## src/inc/psv_access_regs.vh

```
`ifndef PSV_ACCESS_REGS_VH
`define PSV_ACCESS_REGS_VH
// ------------------------------------------------------------
// Register offsets (byte addresses, 32-bit words)
// ------------------------------------------------------------
`define ADDR_TABLE_PAGE    4'h0
`define ADDR_VIS_PAGE      4'h4
`define ADDR_CORE_CONTROL  4'h8
`define ADDR_STATUS        4'hc
// ------------------------------------------------------------
// Field positions and reset values
// ------------------------------------------------------------
`define CORE_CONTROL_REG_VIS_BIT     2
`define TABLE_PAGE_REG_CFG_BIT     7
`define TABLE_PAGE_RST     8'h00
`define VIS_PAGE_RST       8'h00
`define CORE_CONTROL_RST   16'h0000
// ------------------------------------------------------------
// Flash geometry and timing counts
// ------------------------------------------------------------
`define ROW_WORDS          7'h40
`define ROW_BYTES          8'hc0
`define PAGE_WORDS         10'h200
`define PAGE_BYTES         11'h600
`define ROW_WORD_BITS      6
`define PAGE_WORD_BITS     9
`define VIS_EXTRA_MOVE     2'h1
`define VIS_EXTRA_OTHER    2'h2
`define VIS_EXTRA_LOOP     2'h1
`define VIS_EXTRA_LOOP_EDGE 2'h2
`endif

```

## src/hdl/table_read_mux.v

```verilog
`timescale 1ns/1ns
`include "psv_access_regs.vh"
module table_read_mux (
   input  wire [23:0] word_i,      // Program word
   input  wire        high_i,      // High-table read
   input  wire        byte_mode_i, // Byte mode
   input  wire        byte_sel_i,  // Byte select
   output reg  [15:0] data_o       // Data result
);
   always @* begin
      if (!high_i) begin
         if (!byte_mode_i)
            data_o = word_i[15:0];
         else if (byte_sel_i)
            data_o = {8'h00, word_i[15:8]};
         else
            data_o = {8'h00, word_i[7:0]};
      end else begin
         if (!byte_mode_i)
            data_o = {8'h00, word_i[23:16]};
         else if (byte_sel_i)
            data_o = 16'h0000;
         else
            data_o = {8'h00, word_i[23:16]};
      end
   end
endmodule

```

## src/hdl/vis_cost_calc.v

```verilog
`timescale 1ns/1ns
`include "psv_access_regs.vh"
module vis_cost_calc (
   input  wire       is_move_i,    // Move or double move
   input  wire       in_loop_i,    // Inside repeat loop
   input  wire       loop_edge_i,  // First/last/irq exit/re-entry
   output reg  [1:0] extra_o       // Extra cycles
);
   always @* begin
      if (in_loop_i) begin
         if (loop_edge_i)
            extra_o = `VIS_EXTRA_LOOP_EDGE;
         else
            extra_o = `VIS_EXTRA_LOOP;
      end else if (is_move_i)
         extra_o = `VIS_EXTRA_MOVE;
      else
         extra_o = `VIS_EXTRA_OTHER;
   end
endmodule

```

## src/hdl/program_space_data_access.v

```verilog
`timescale 1ns/1ns
`include "psv_access_regs.vh"
module program_space_data_access (
   input  wire        clk_i,          // System clock
   input  wire        rst_i,          // Sync reset, active high
   // Wishbone slave
   input  wire        wb_cyc_i,       // Cycle
   input  wire        wb_stb_i,       // Strobe
   input  wire        wb_we_i,        // Write enable
   input  wire [3:0]  wb_adr_i,       // Byte address
   input  wire [3:0]  wb_sel_i,       // Byte lanes
   input  wire [31:0] wb_dat_i,       // Write data
   output reg  [31:0] wb_dat_o,       // Read data
   output reg         wb_ack_o,       // Acknowledge
   // Core request
   input  wire        req_i,          // Access request pulse
   input  wire [1:0]  op_i,           // 0 data,1 tbl rd,2 tbl wt
   input  wire        high_i,         // High-table op
   input  wire        byte_mode_i,    // Byte mode
   input  wire [15:0] ea_i,           // Effective address
   input  wire [15:0] wdata_i,        // Table write data
   input  wire        is_move_i,      // Move or double move
   input  wire        in_loop_i,      // Inside repeat loop
   input  wire        loop_edge_i,    // Loop edge iteration
   input  wire        prog_row_i,     // Row program mode
   output reg         done_o,         // Result valid pulse
   output reg  [15:0] rdata_o,        // Read data to core
   output reg  [1:0]  extra_o,        // Extra cycles charged
   output reg         redirect_o,     // Data access went to program space
   output wire        busy_o,         // Block busy
   // Program memory
   output reg  [23:0] pm_addr_o,      // Program address
   output reg         pm_rd_o,        // Read strobe
   input  wire [23:0] pm_rdata_i,     // Read word
   output reg         pm_wr_o,        // Write strobe
   output reg  [23:0] pm_wdata_o,     // Write word
   output reg  [23:0] pm_wmask_o,     // Write bit mask
   output reg  [9:0]  erase_base_o,   // Word offset of erase page
   output reg  [5:0]  row_index_o     // Word index within row
);
   // ---------------------------------------------------------
   // Constants
   // ---------------------------------------------------------
   localparam OP_DATA = 2'h0;
   localparam OP_TRD  = 2'h1;
   localparam OP_TWT  = 2'h2;
   localparam ST_IDLE  = 2'h0;
   localparam ST_FETCH = 2'h1;
   localparam ST_EXTRA = 2'h2;
   localparam ST_DONE  = 2'h3;
   // ---------------------------------------------------------
   // Registers
   // ---------------------------------------------------------
   reg  [7:0]  table_page_reg;
   reg  [7:0]  visibility_page_reg;
   reg  [15:0] core_control_reg;
   reg  [1:0]  state_reg;
   reg  [1:0]  state_next;
   reg         table_active_reg;
   reg         high_reg;
   reg         byte_mode_reg;
   reg         byte_sel_reg;
   reg         vis_reg;
   reg  [1:0]  cost_reg;
   reg  [1:0]  wait_reg;
   wire        visibility_enable;
   wire [15:0] mux_data;
   wire [1:0]  cost;
   wire        wb_req;
   wire        vis_hit;
   assign visibility_enable = core_control_reg[`CORE_CONTROL_REG_VIS_BIT];
   assign wb_req = wb_cyc_i & wb_stb_i & ~wb_ack_o;
   // Table op in flight masks the window
   assign vis_hit = ea_i[15] & visibility_enable
                    & ~table_active_reg;
   assign busy_o = (state_reg != ST_IDLE);
   function [31:0] reg_read;
      input [3:0] adr;
      begin
         case (adr)
            `ADDR_TABLE_PAGE:   reg_read = {24'h000000, table_page_reg};
            `ADDR_VIS_PAGE:     reg_read = {24'h000000, visibility_page_reg};
            `ADDR_CORE_CONTROL: reg_read = {16'h0000, core_control_reg};
            `ADDR_STATUS:
               reg_read = {28'h0000000, vis_reg, table_active_reg,
                           state_reg};
            default:            reg_read = 32'h00000000;
         endcase
      end
   endfunction
   // ---------------------------------------------------------
   // Wishbone slave, one wait-free ack
   // ---------------------------------------------------------
   always @(posedge clk_i) begin
      if (rst_i) begin
         wb_ack_o            <= 1'b0;
         wb_dat_o            <= 32'h00000000;
         table_page_reg      <= `TABLE_PAGE_RST;
         visibility_page_reg <= `VIS_PAGE_RST;
         core_control_reg    <= `CORE_CONTROL_RST;
      end else begin
         wb_ack_o <= wb_req;
         if (wb_req) begin
            wb_dat_o <= reg_read(wb_adr_i);
            if (wb_we_i) begin
               case (wb_adr_i)
                  `ADDR_TABLE_PAGE:
                     if (wb_sel_i[0])
                        table_page_reg <= wb_dat_i[7:0];
                  `ADDR_VIS_PAGE:
                     if (wb_sel_i[0])
                        visibility_page_reg <= wb_dat_i[7:0];
                  `ADDR_CORE_CONTROL: begin
                     if (wb_sel_i[0])
                        core_control_reg[7:0] <= wb_dat_i[7:0];
                     if (wb_sel_i[1])
                        core_control_reg[15:8] <= wb_dat_i[15:8];
                  end
                  default: ;
               endcase
            end
         end
      end
   end
   // ---------------------------------------------------------
   // Access sequencer
   // ---------------------------------------------------------
   table_read_mux u_mux (
      .word_i      (pm_rdata_i),
      .high_i      (high_reg),
      .byte_mode_i (byte_mode_reg),
      .byte_sel_i  (byte_sel_reg),
      .data_o      (mux_data)
   );
   vis_cost_calc u_cost (
      .is_move_i   (is_move_i),
      .in_loop_i   (in_loop_i),
      .loop_edge_i (loop_edge_i),
      .extra_o     (cost)
   );
   always @* begin
      state_next = state_reg;
      case (state_reg)
         ST_IDLE:  if (req_i) state_next = ST_FETCH;
         ST_FETCH: state_next = (wait_reg != 2'h0) ? ST_EXTRA : ST_DONE;
         // One extra state per charged cycle, counted down in EXTRA only
         ST_EXTRA: if (wait_reg <= 2'h1) state_next = ST_DONE;
         ST_DONE:  state_next = ST_IDLE;
         default:  state_next = ST_IDLE;
      endcase
   end
   always @(posedge clk_i) begin
      if (rst_i) begin
         state_reg        <= ST_IDLE;
         table_active_reg <= 1'b0;
         high_reg         <= 1'b0;
         byte_mode_reg    <= 1'b0;
         byte_sel_reg     <= 1'b0;
         vis_reg          <= 1'b0;
         cost_reg         <= 2'h0;
         wait_reg         <= 2'h0;
         done_o           <= 1'b0;
         rdata_o          <= 16'h0000;
         extra_o          <= 2'h0;
         redirect_o       <= 1'b0;
         pm_addr_o        <= 24'h000000;
         pm_rd_o          <= 1'b0;
         pm_wr_o          <= 1'b0;
         pm_wdata_o       <= 24'h000000;
         pm_wmask_o       <= 24'h000000;
         erase_base_o     <= 10'h000;
         row_index_o      <= 6'h00;
      end else begin
         state_reg <= state_next;
         done_o    <= 1'b0;
         pm_rd_o   <= 1'b0;
         pm_wr_o   <= 1'b0;
         case (state_reg)
            ST_IDLE: if (req_i) begin
               high_reg      <= high_i;
               byte_mode_reg <= byte_mode_i;
               byte_sel_reg  <= ea_i[0];
               if (op_i == OP_DATA) begin
                  vis_reg <= vis_hit;
                  // Page bit 0 replaces address bit 15
                  pm_addr_o <= {1'b0, visibility_page_reg,
                                ea_i[14:0]};
                  pm_rd_o   <= vis_hit;
                  cost_reg  <= vis_hit ? cost : 2'h0;
                  wait_reg  <= vis_hit ? cost : 2'h0;
               end else begin
                  vis_reg          <= 1'b0;
                  table_active_reg <= 1'b1;
                  // Word address steps by two per program word
                  pm_addr_o <= {table_page_reg, ea_i[15:1],
                                1'b0};
                  pm_rd_o   <= (op_i == OP_TRD);
                  pm_wr_o   <= (op_i == OP_TWT);
                  cost_reg  <= 2'h0;
                  wait_reg  <= 2'h0;
                  if (high_i) begin
                     pm_wdata_o <= {wdata_i[7:0], 16'h0000};
                     pm_wmask_o <= (byte_mode_i & ea_i[0]) ?
                                   24'h000000 : 24'hff0000;
                  end else if (byte_mode_i) begin
                     pm_wdata_o <= {8'h00, wdata_i[7:0], wdata_i[7:0]};
                     pm_wmask_o <= ea_i[0] ? 24'h00ff00 : 24'h0000ff;
                  end else begin
                     pm_wdata_o <= {8'h00, wdata_i};
                     pm_wmask_o <= 24'h00ffff;
                  end
                  // Row and page placement for self-programming
                  row_index_o  <= prog_row_i ?
                                  ea_i[`ROW_WORD_BITS:1] : 6'h00;
                  erase_base_o <= {ea_i[15:`PAGE_WORD_BITS+1],
                                   4'h0} & 10'h3f0;
               end
            end
            ST_FETCH: ;
            ST_EXTRA: if (wait_reg != 2'h0)
               wait_reg <= wait_reg - 2'h1;
            ST_DONE: begin
               done_o           <= 1'b1;
               extra_o          <= cost_reg;
               redirect_o       <= vis_reg;
               table_active_reg <= 1'b0;
               if (vis_reg)
                  rdata_o <= pm_rdata_i[15:0];
               else if (table_active_reg)
                  rdata_o <= mux_data;
               else
                  rdata_o <= 16'h0000;
            end
            default: ;
         endcase
      end
   end
endmodule

```

## config.mk

```make
export PLATFORM = sky130hd
export DESIGN_NAME = program_space_data_access
export DESIGN_NICKNAME = d
export VERILOG_FILES = /design/src/hdl/table_read_mux.v /design/src/hdl/vis_cost_calc.v /design/src/hdl/program_space_data_access.v
export VERILOG_INCLUDE_DIRS = /design/src /design/src/inc
export SDC_FILE = /design/constraint.sdc
export NUM_CORES = 1
export LEC_CHECK = 0
export ABC_AREA = 1
export ABC_CLOCK_PERIOD_IN_PS = 4300
export BUFFER_PORTS_ARGS = -buffer_cell sky130_fd_sc_hd__buf_2
export CORE_MARGIN = 4
export CORE_UTILIZATION = 50
export CTS_BUF_LIST = sky130_fd_sc_hd__clkbuf_4
export DETAILED_ROUTE_END_ITERATION = 8
export PLACE_DENSITY = 0.81
export SLEW_MARGIN = 10
export SYNTH_ARGS = -nofsm -noshare
export SYNTH_HDL_FRONTEND = slang
export SYNTH_SLANG_ARGS = --single-unit
```

## constraint.sdc

```tcl
create_clock -name clk_i -period 4.3 [get_ports clk_i]
set_input_delay 0.645 -clock clk_i [delete_from_list [all_inputs] [get_ports clk_i]]
set_output_delay 0.645 -clock clk_i [all_outputs]
set_load 0.005 [all_outputs]
```

# [Yosys cells after proc, flatten, opt, wreduce, memory -nomap -nowiden]
# Cells that the tools add are included.
[totals] reg_bits=182 input_bits=110 wordCells=101
[op_classes] add_sub_neg=1 magnitude_cmp=1 eq_ne=12 muxes=34 bitwise=10 reduce_logical=18
[ops] cell="2-to-1 mux 16 bit" n=8
[ops] cell="2-to-1 mux 24 bit" n=4
[ops] cell="one-hot mux 16 bit (4 select lines)" n=1
[ops] cell="2-to-1 mux 2 bit" n=9
[ops] cell="2-to-1 mux 8 bit" n=2
[ops] cell="AND reduction 4 bit" n=4
[ops] cell="AND reduction 3 bit" n=3
[ops] cell="equality test 4 bit, second input constant" n=2
[ops] cell="inequality test 2 bit, second input constant" n=4
[ops] cell="one-hot mux 2 bit (4 select lines)" n=1
[ops] cell="nonzero test 2 bit" n=4
[ops] cell="equality test 2 bit, second input constant" n=3
[ops] cell="2-to-1 mux 1 bit" n=6
[ops] cell="2-to-1 mux 6 bit" n=1
[ops] cell="bitwise AND 1 bit" n=5
[ops] cell="inverter 1 bit" n=5
[ops] cell="equality test 2 x 1 -> 1 bit, second input constant" n=2
[ops] cell="equality test 4 x 3 -> 1 bit, second input constant" n=1
[ops] cell="zero test 2 bit" n=2
[ops] cell="zero test 4 bit" n=1
[ops] cell="one-hot mux 2 bit (2 select lines)" n=1
[ops] cell="AND reduction 2 bit" n=2
[ops] cell="OR reduction 4 bit" n=1
[ops] cell="OR reduction 3 bit" n=1
[ops] cell="3 further kinds" n=3

# [Depth between registers and ports, before layout]
[logic_depth] word_depth=6 ltp_mapped=9 depth_no_buf=9

# [Cells and area by module]
# From an unflattened synthesis, not the netlist that was laid out.
[hier_totals] hier_cells=895 hier_area_um2=6551.3
[by_module_without_submodules] module="program_space_data_access" n_inst=1 cells_each=816 area_each_um2=6175.9
[by_module_without_submodules] module="table_read_mux" n_inst=1 cells_each=72 area_each_um2=347.8
[by_module_without_submodules] module="vis_cost_calc" n_inst=1 cells_each=7 area_each_um2=27.5

# [Worst setup path before layout]
# No wires, ideal clock.
[synth_timing] path_type="input to register" startpoint="in wb_we_i" endpoint="reg table_page_reg[0]" setup_time_ps=119 arrival_ps=1501 slack_ps=2680 path_stages=7 path_cell_list="buf_2 > nand2_1 > nor2_1 > nand2_1 > buf_2 > o21ai_0 > a21oi_1"
[synth_via] elab_chain_cells=1
[synth_lines] element="start: declaration" line_no="program_space_data_access.v:9" source="input wire wb_we_i,"
[synth_lines] element="AND reduction 4 bit (no source line)"
[synth_lines] element="end signal: assignment" line_no="program_space_data_access.v:98" source="table_page_reg <= `TABLE_PAGE_RST;"
[synth_lines] element="end signal: assignment" line_no="program_space_data_access.v:109" source="table_page_reg <= wb_dat_i[7:0];"
[synth_lines] element="end: declaration" line_no="program_space_data_access.v:54" source="reg [7:0] table_page_reg;"
# Every way passes these cells.
# A chain may end at the register's enable or synchronous reset.

# [Worst setup path after layout]
[layout_timing] startpoint="reg state_reg[0]" endpoint="reg pm_wmask_o[15]"
[layout_via] elab_chain_cells=2
[layout_lines] element="start: declaration" line_no="program_space_data_access.v:57" source="reg [1:0] state_reg;"
[layout_lines] element="start signal: assignment" line_no="program_space_data_access.v:174" source="state_reg <= state_next;"
[layout_lines] element="zero test 2 bit" line_no="program_space_data_access.v:178" source="case (state_reg)"
[layout_lines] element="AND reduction 3 bit (no source line)"
[layout_lines] element="end signal: assignment" line_no="program_space_data_access.v:203" source="pm_wmask_o <= (byte_mode_i & ea_i[0]) ?"
[layout_lines] element="end signal: assignment" line_no="program_space_data_access.v:207" source="pm_wmask_o <= ea_i[0] ? 24'h00ff00 : 24'h0000ff;"
[layout_lines] element="end: declaration" line_no="program_space_data_access.v:37" source="output reg [23:0] pm_wmask_o,"
# Every way passes these cells.

==> impl_results.md <==
- Outcome: finished clean
- Yosys warns: 0
- # IOs: 254
- CTS tree: yes
- Die area: 14300 um^2
- Clock Skew: 0.0101 ns
- Routed len/inst: 14.0 um
- Power density over the cells: 416 nW/um^2
- Synth Register Bits: 145
- Total Nets Final: 1135
- Setup bufs post-CTS: 0
- Slew @ Worst Pin: 1.12 ns
- Hold Crit Class: input pin to register
- Clock power share: 22.6%
- Fillcell total: 1201
- CTS Root Buffer Type: clkbuf_4
- Max_slew headroom: 25.3%
- Core area: 12100 um^2
- # Max-Cap Violations: 0
- Antenna viol nets, final: 0
- Setup crit end kind: register
- Max Root-Sink Buffers: 2
- Initial drt markers: 388
- Die Wd: 120 um
- Routed WL: 16800 um
- Worst skew pair latency: 0.54 ns
- Most common cell on crit path: nor2_4
- Crit path buf inv count: 2
- Post-CTS sizing: 0
- Hold buffer count at CTS: 0
- Biggest regs: pm_addr_o x24, pm_wdata_o x24
- Total grt overflow: 0
- Area grow syn2layout: 17.2%
- Pint: 2.00 mW
- Vias per inst: 5.05
- Die Span Y: 120 um
- Share of cells above drive strength 1: 25.5%
- Placer Congestion: 0.794
- Drt first pass iters: 5
- Total power: 3.04 mW
- Largest area contributor in the netlist: dfxtp_1
- Fin Setup TNS: 0 ns
- Final Setup Violations: 0
- Max Clock Freq: 304 MHz
- P_sw: 1.04 mW
- Sw frac: 34.2%
- Reg clk slew, reported paths: 0.12 ns
- Fin crit share: 76.5%
- First-pass GRT wire length: 26700 um
- Worst Setup Start Kind: register
- Pin count of the biggest net entering global routing: 86
- CTS H-tree depth: 4
- # diodes: 0
- IR drop worst, VDD: 0.000191 V
- Tot GR Track Use: 23.0%
- Antenna violations before repair: 1
- Cells after Synth: 849
- Row count: 40
- Max Slew Vio Count: 0
- Via Count: 6054
- Data required time at the worst endpoint: 4.76 ns
- DPL Wire Length: 11800 um
- Sequential Power Share: 51.5%
- Synth area leaders: dfxtp_1, nand2_1, a21oi_1
- Comb pwr share: 25.8%
- Input/output buffers: 215
- DRC violations left: 0
- TritonCTS Buffers: 17
- Vias in the first global route: 5582
- CP max-delay cell: nor2_4
- Final hold violation count: 0
- Family with the most delay on the worst path: simple AND/OR/NAND/NOR gates
- Starting Density: 51.5%
- Unique masters post-synth: 29
- Clk sinks: 145
- CP Max Fanout: 42
- CP cell instances: inv_1, ha_1, nand2_2, nor2_4, inv_2, nor2_4, o21ai_0, a21oi_1
- LEAKAGE: 3.42 nW
- RSZ-0062 raised after global routing: false
- Min cycle time layout: 3.29 ns
- Register area share after synthesis: 46.5%
- Largest stage delay on the critical path: 0.69 ns
- Yosys top cell area share: 46.5%
- Avg Synthesized Cell Area: 7.35 um^2
- Mapped Area: 6240 um^2
- Setup CP Type: register to register
- Worst Path Arrival: 3.75 ns
cells in the final DEF (no fill, tap or decap), drive strengths merged:
cell    Yosys  routed
nand4       9       9
clkbuf     27      21
a21oi     116     116
dfxtp     145     145
inv        40      40
nand3      43      43
conb        1      20
o31ai       1       1
o21bai      1       1
or2         1       1
ha          7       7
a211oi      1       1
clkinv      2      12
nand2     206     206
nor3        1       1
nand3b      1       1
nor2       87      87
o21ai      92      92
a21boi      8       8
buf        60     218
power groups by stage:
stage / Sequential (mW) / Clock, mW / Combinational (mW)
floorplan: 1.59 / 0 / 0.528
global placement: 1.59 / 0 / 0.777
detailed placement: 1.59 / 0 / 0.793
CTS: 1.57 / 0.713 / 0.794
global route: 1.59 / 0.777 / 0.896
finish: 1.57 / 0.688 / 0.786
per-layer routing:
layer	vias up	global-route usage (%)	wire [um]
met5	-	0	20
met4	2	9.23	357
met3	33	7.30	1480
met2	228	37.8	7940
met1	2744	28.0	7000
li1	3047	-	-
final cells by class:
type / instances / area, um^2 / area share, %
Clock inverter: 10 / 46.3 / 0.633
Clock buffer: 21 / 158 / 2.16
Sequential cell: 145 / 2900 / 39.7
Tap cell: 168 / 210 / 2.87
Multi-Input combinational cell: 594 / 2740 / 37.5
Timing Repair Buffer: 218 / 1100 / 15.0
Inverter: 42 / 158 / 2.16
cells in the mapped netlist:
cell and n:
nor2_2 3, ha_1 7, o21ai_1 8, nand2_1 203, conb_1 1, o31ai_2 1
buf_2 12, dfxtp_1 145, inv_2 6, inv_1 34, clkbuf_1 27, a21oi_1 116
nand3_1 42, clkinv_1 2, nand2_2 3, a21boi_0 8, buf_6 2, nand3_2 1
o21bai_1 1, a211oi_1 1, o21ai_0 84, nand3b_1 1, or2_2 1, nor3_1 1
nand4_1 9, buf_4 41, nor2_1 79, buf_1 5, nor2_4 5
final timing paths:
check | start | end | slack, ns | depth (start not counted)
worst min-delay path | pm_rdata_i[9] | rdata_o[9] | 0.34 | 3
worst max register to register | state_reg[0] | pm_wmask_o[15] | 1.01 | 8
worst min register to register | erase_base_o[9] | erase_base_o[9] | 0.46 | 2
worst max-delay path | state_reg[0] | pm_wmask_o[15] | 1.01 | 8
worst min-delay path: cells and delay by family:
family / cells / cell delay, ns
AO/OA/AOI/OAI: 1 / 0.05
buffers and inverters: 1 / 0.10
AND/OR/NAND/NOR: 1 / 0.05
cell families after synthesis:
logic type	after synthesis	synth area share, %
AO/OA/AOI/OAI	219	18.1
adder cells (fa/ha/maj)	7	1.40
buffers and inverters	129	10.7
flip-flops	145	46.5
other	1	0.0601
AND/OR/NAND/NOR	348	23.2
per-stage QoR:
step / hold slack (ns) / std cells / util [%] / setup WS, ns / cell area, um^2
2_1_floorplan: 0.439 / 868 / - / 2.68 / 6310
3_3_place_gp: 0.447 / 1167 / 58.7 / 1.08 / 7110
3_5_place_dp: 0.452 / 1167 / 58.7 / 1.03 / 7110
4_1_cts: 0.289 / 1198 / 60.4 / 0.989 / 7310
5_1_grt: 0.307 / 1198 / 60.4 / 0.726 / 7310
6_report: 0.342 / 1198 / 60.4 / 1.01 / 7310
(Power assumes the default switching activity.)
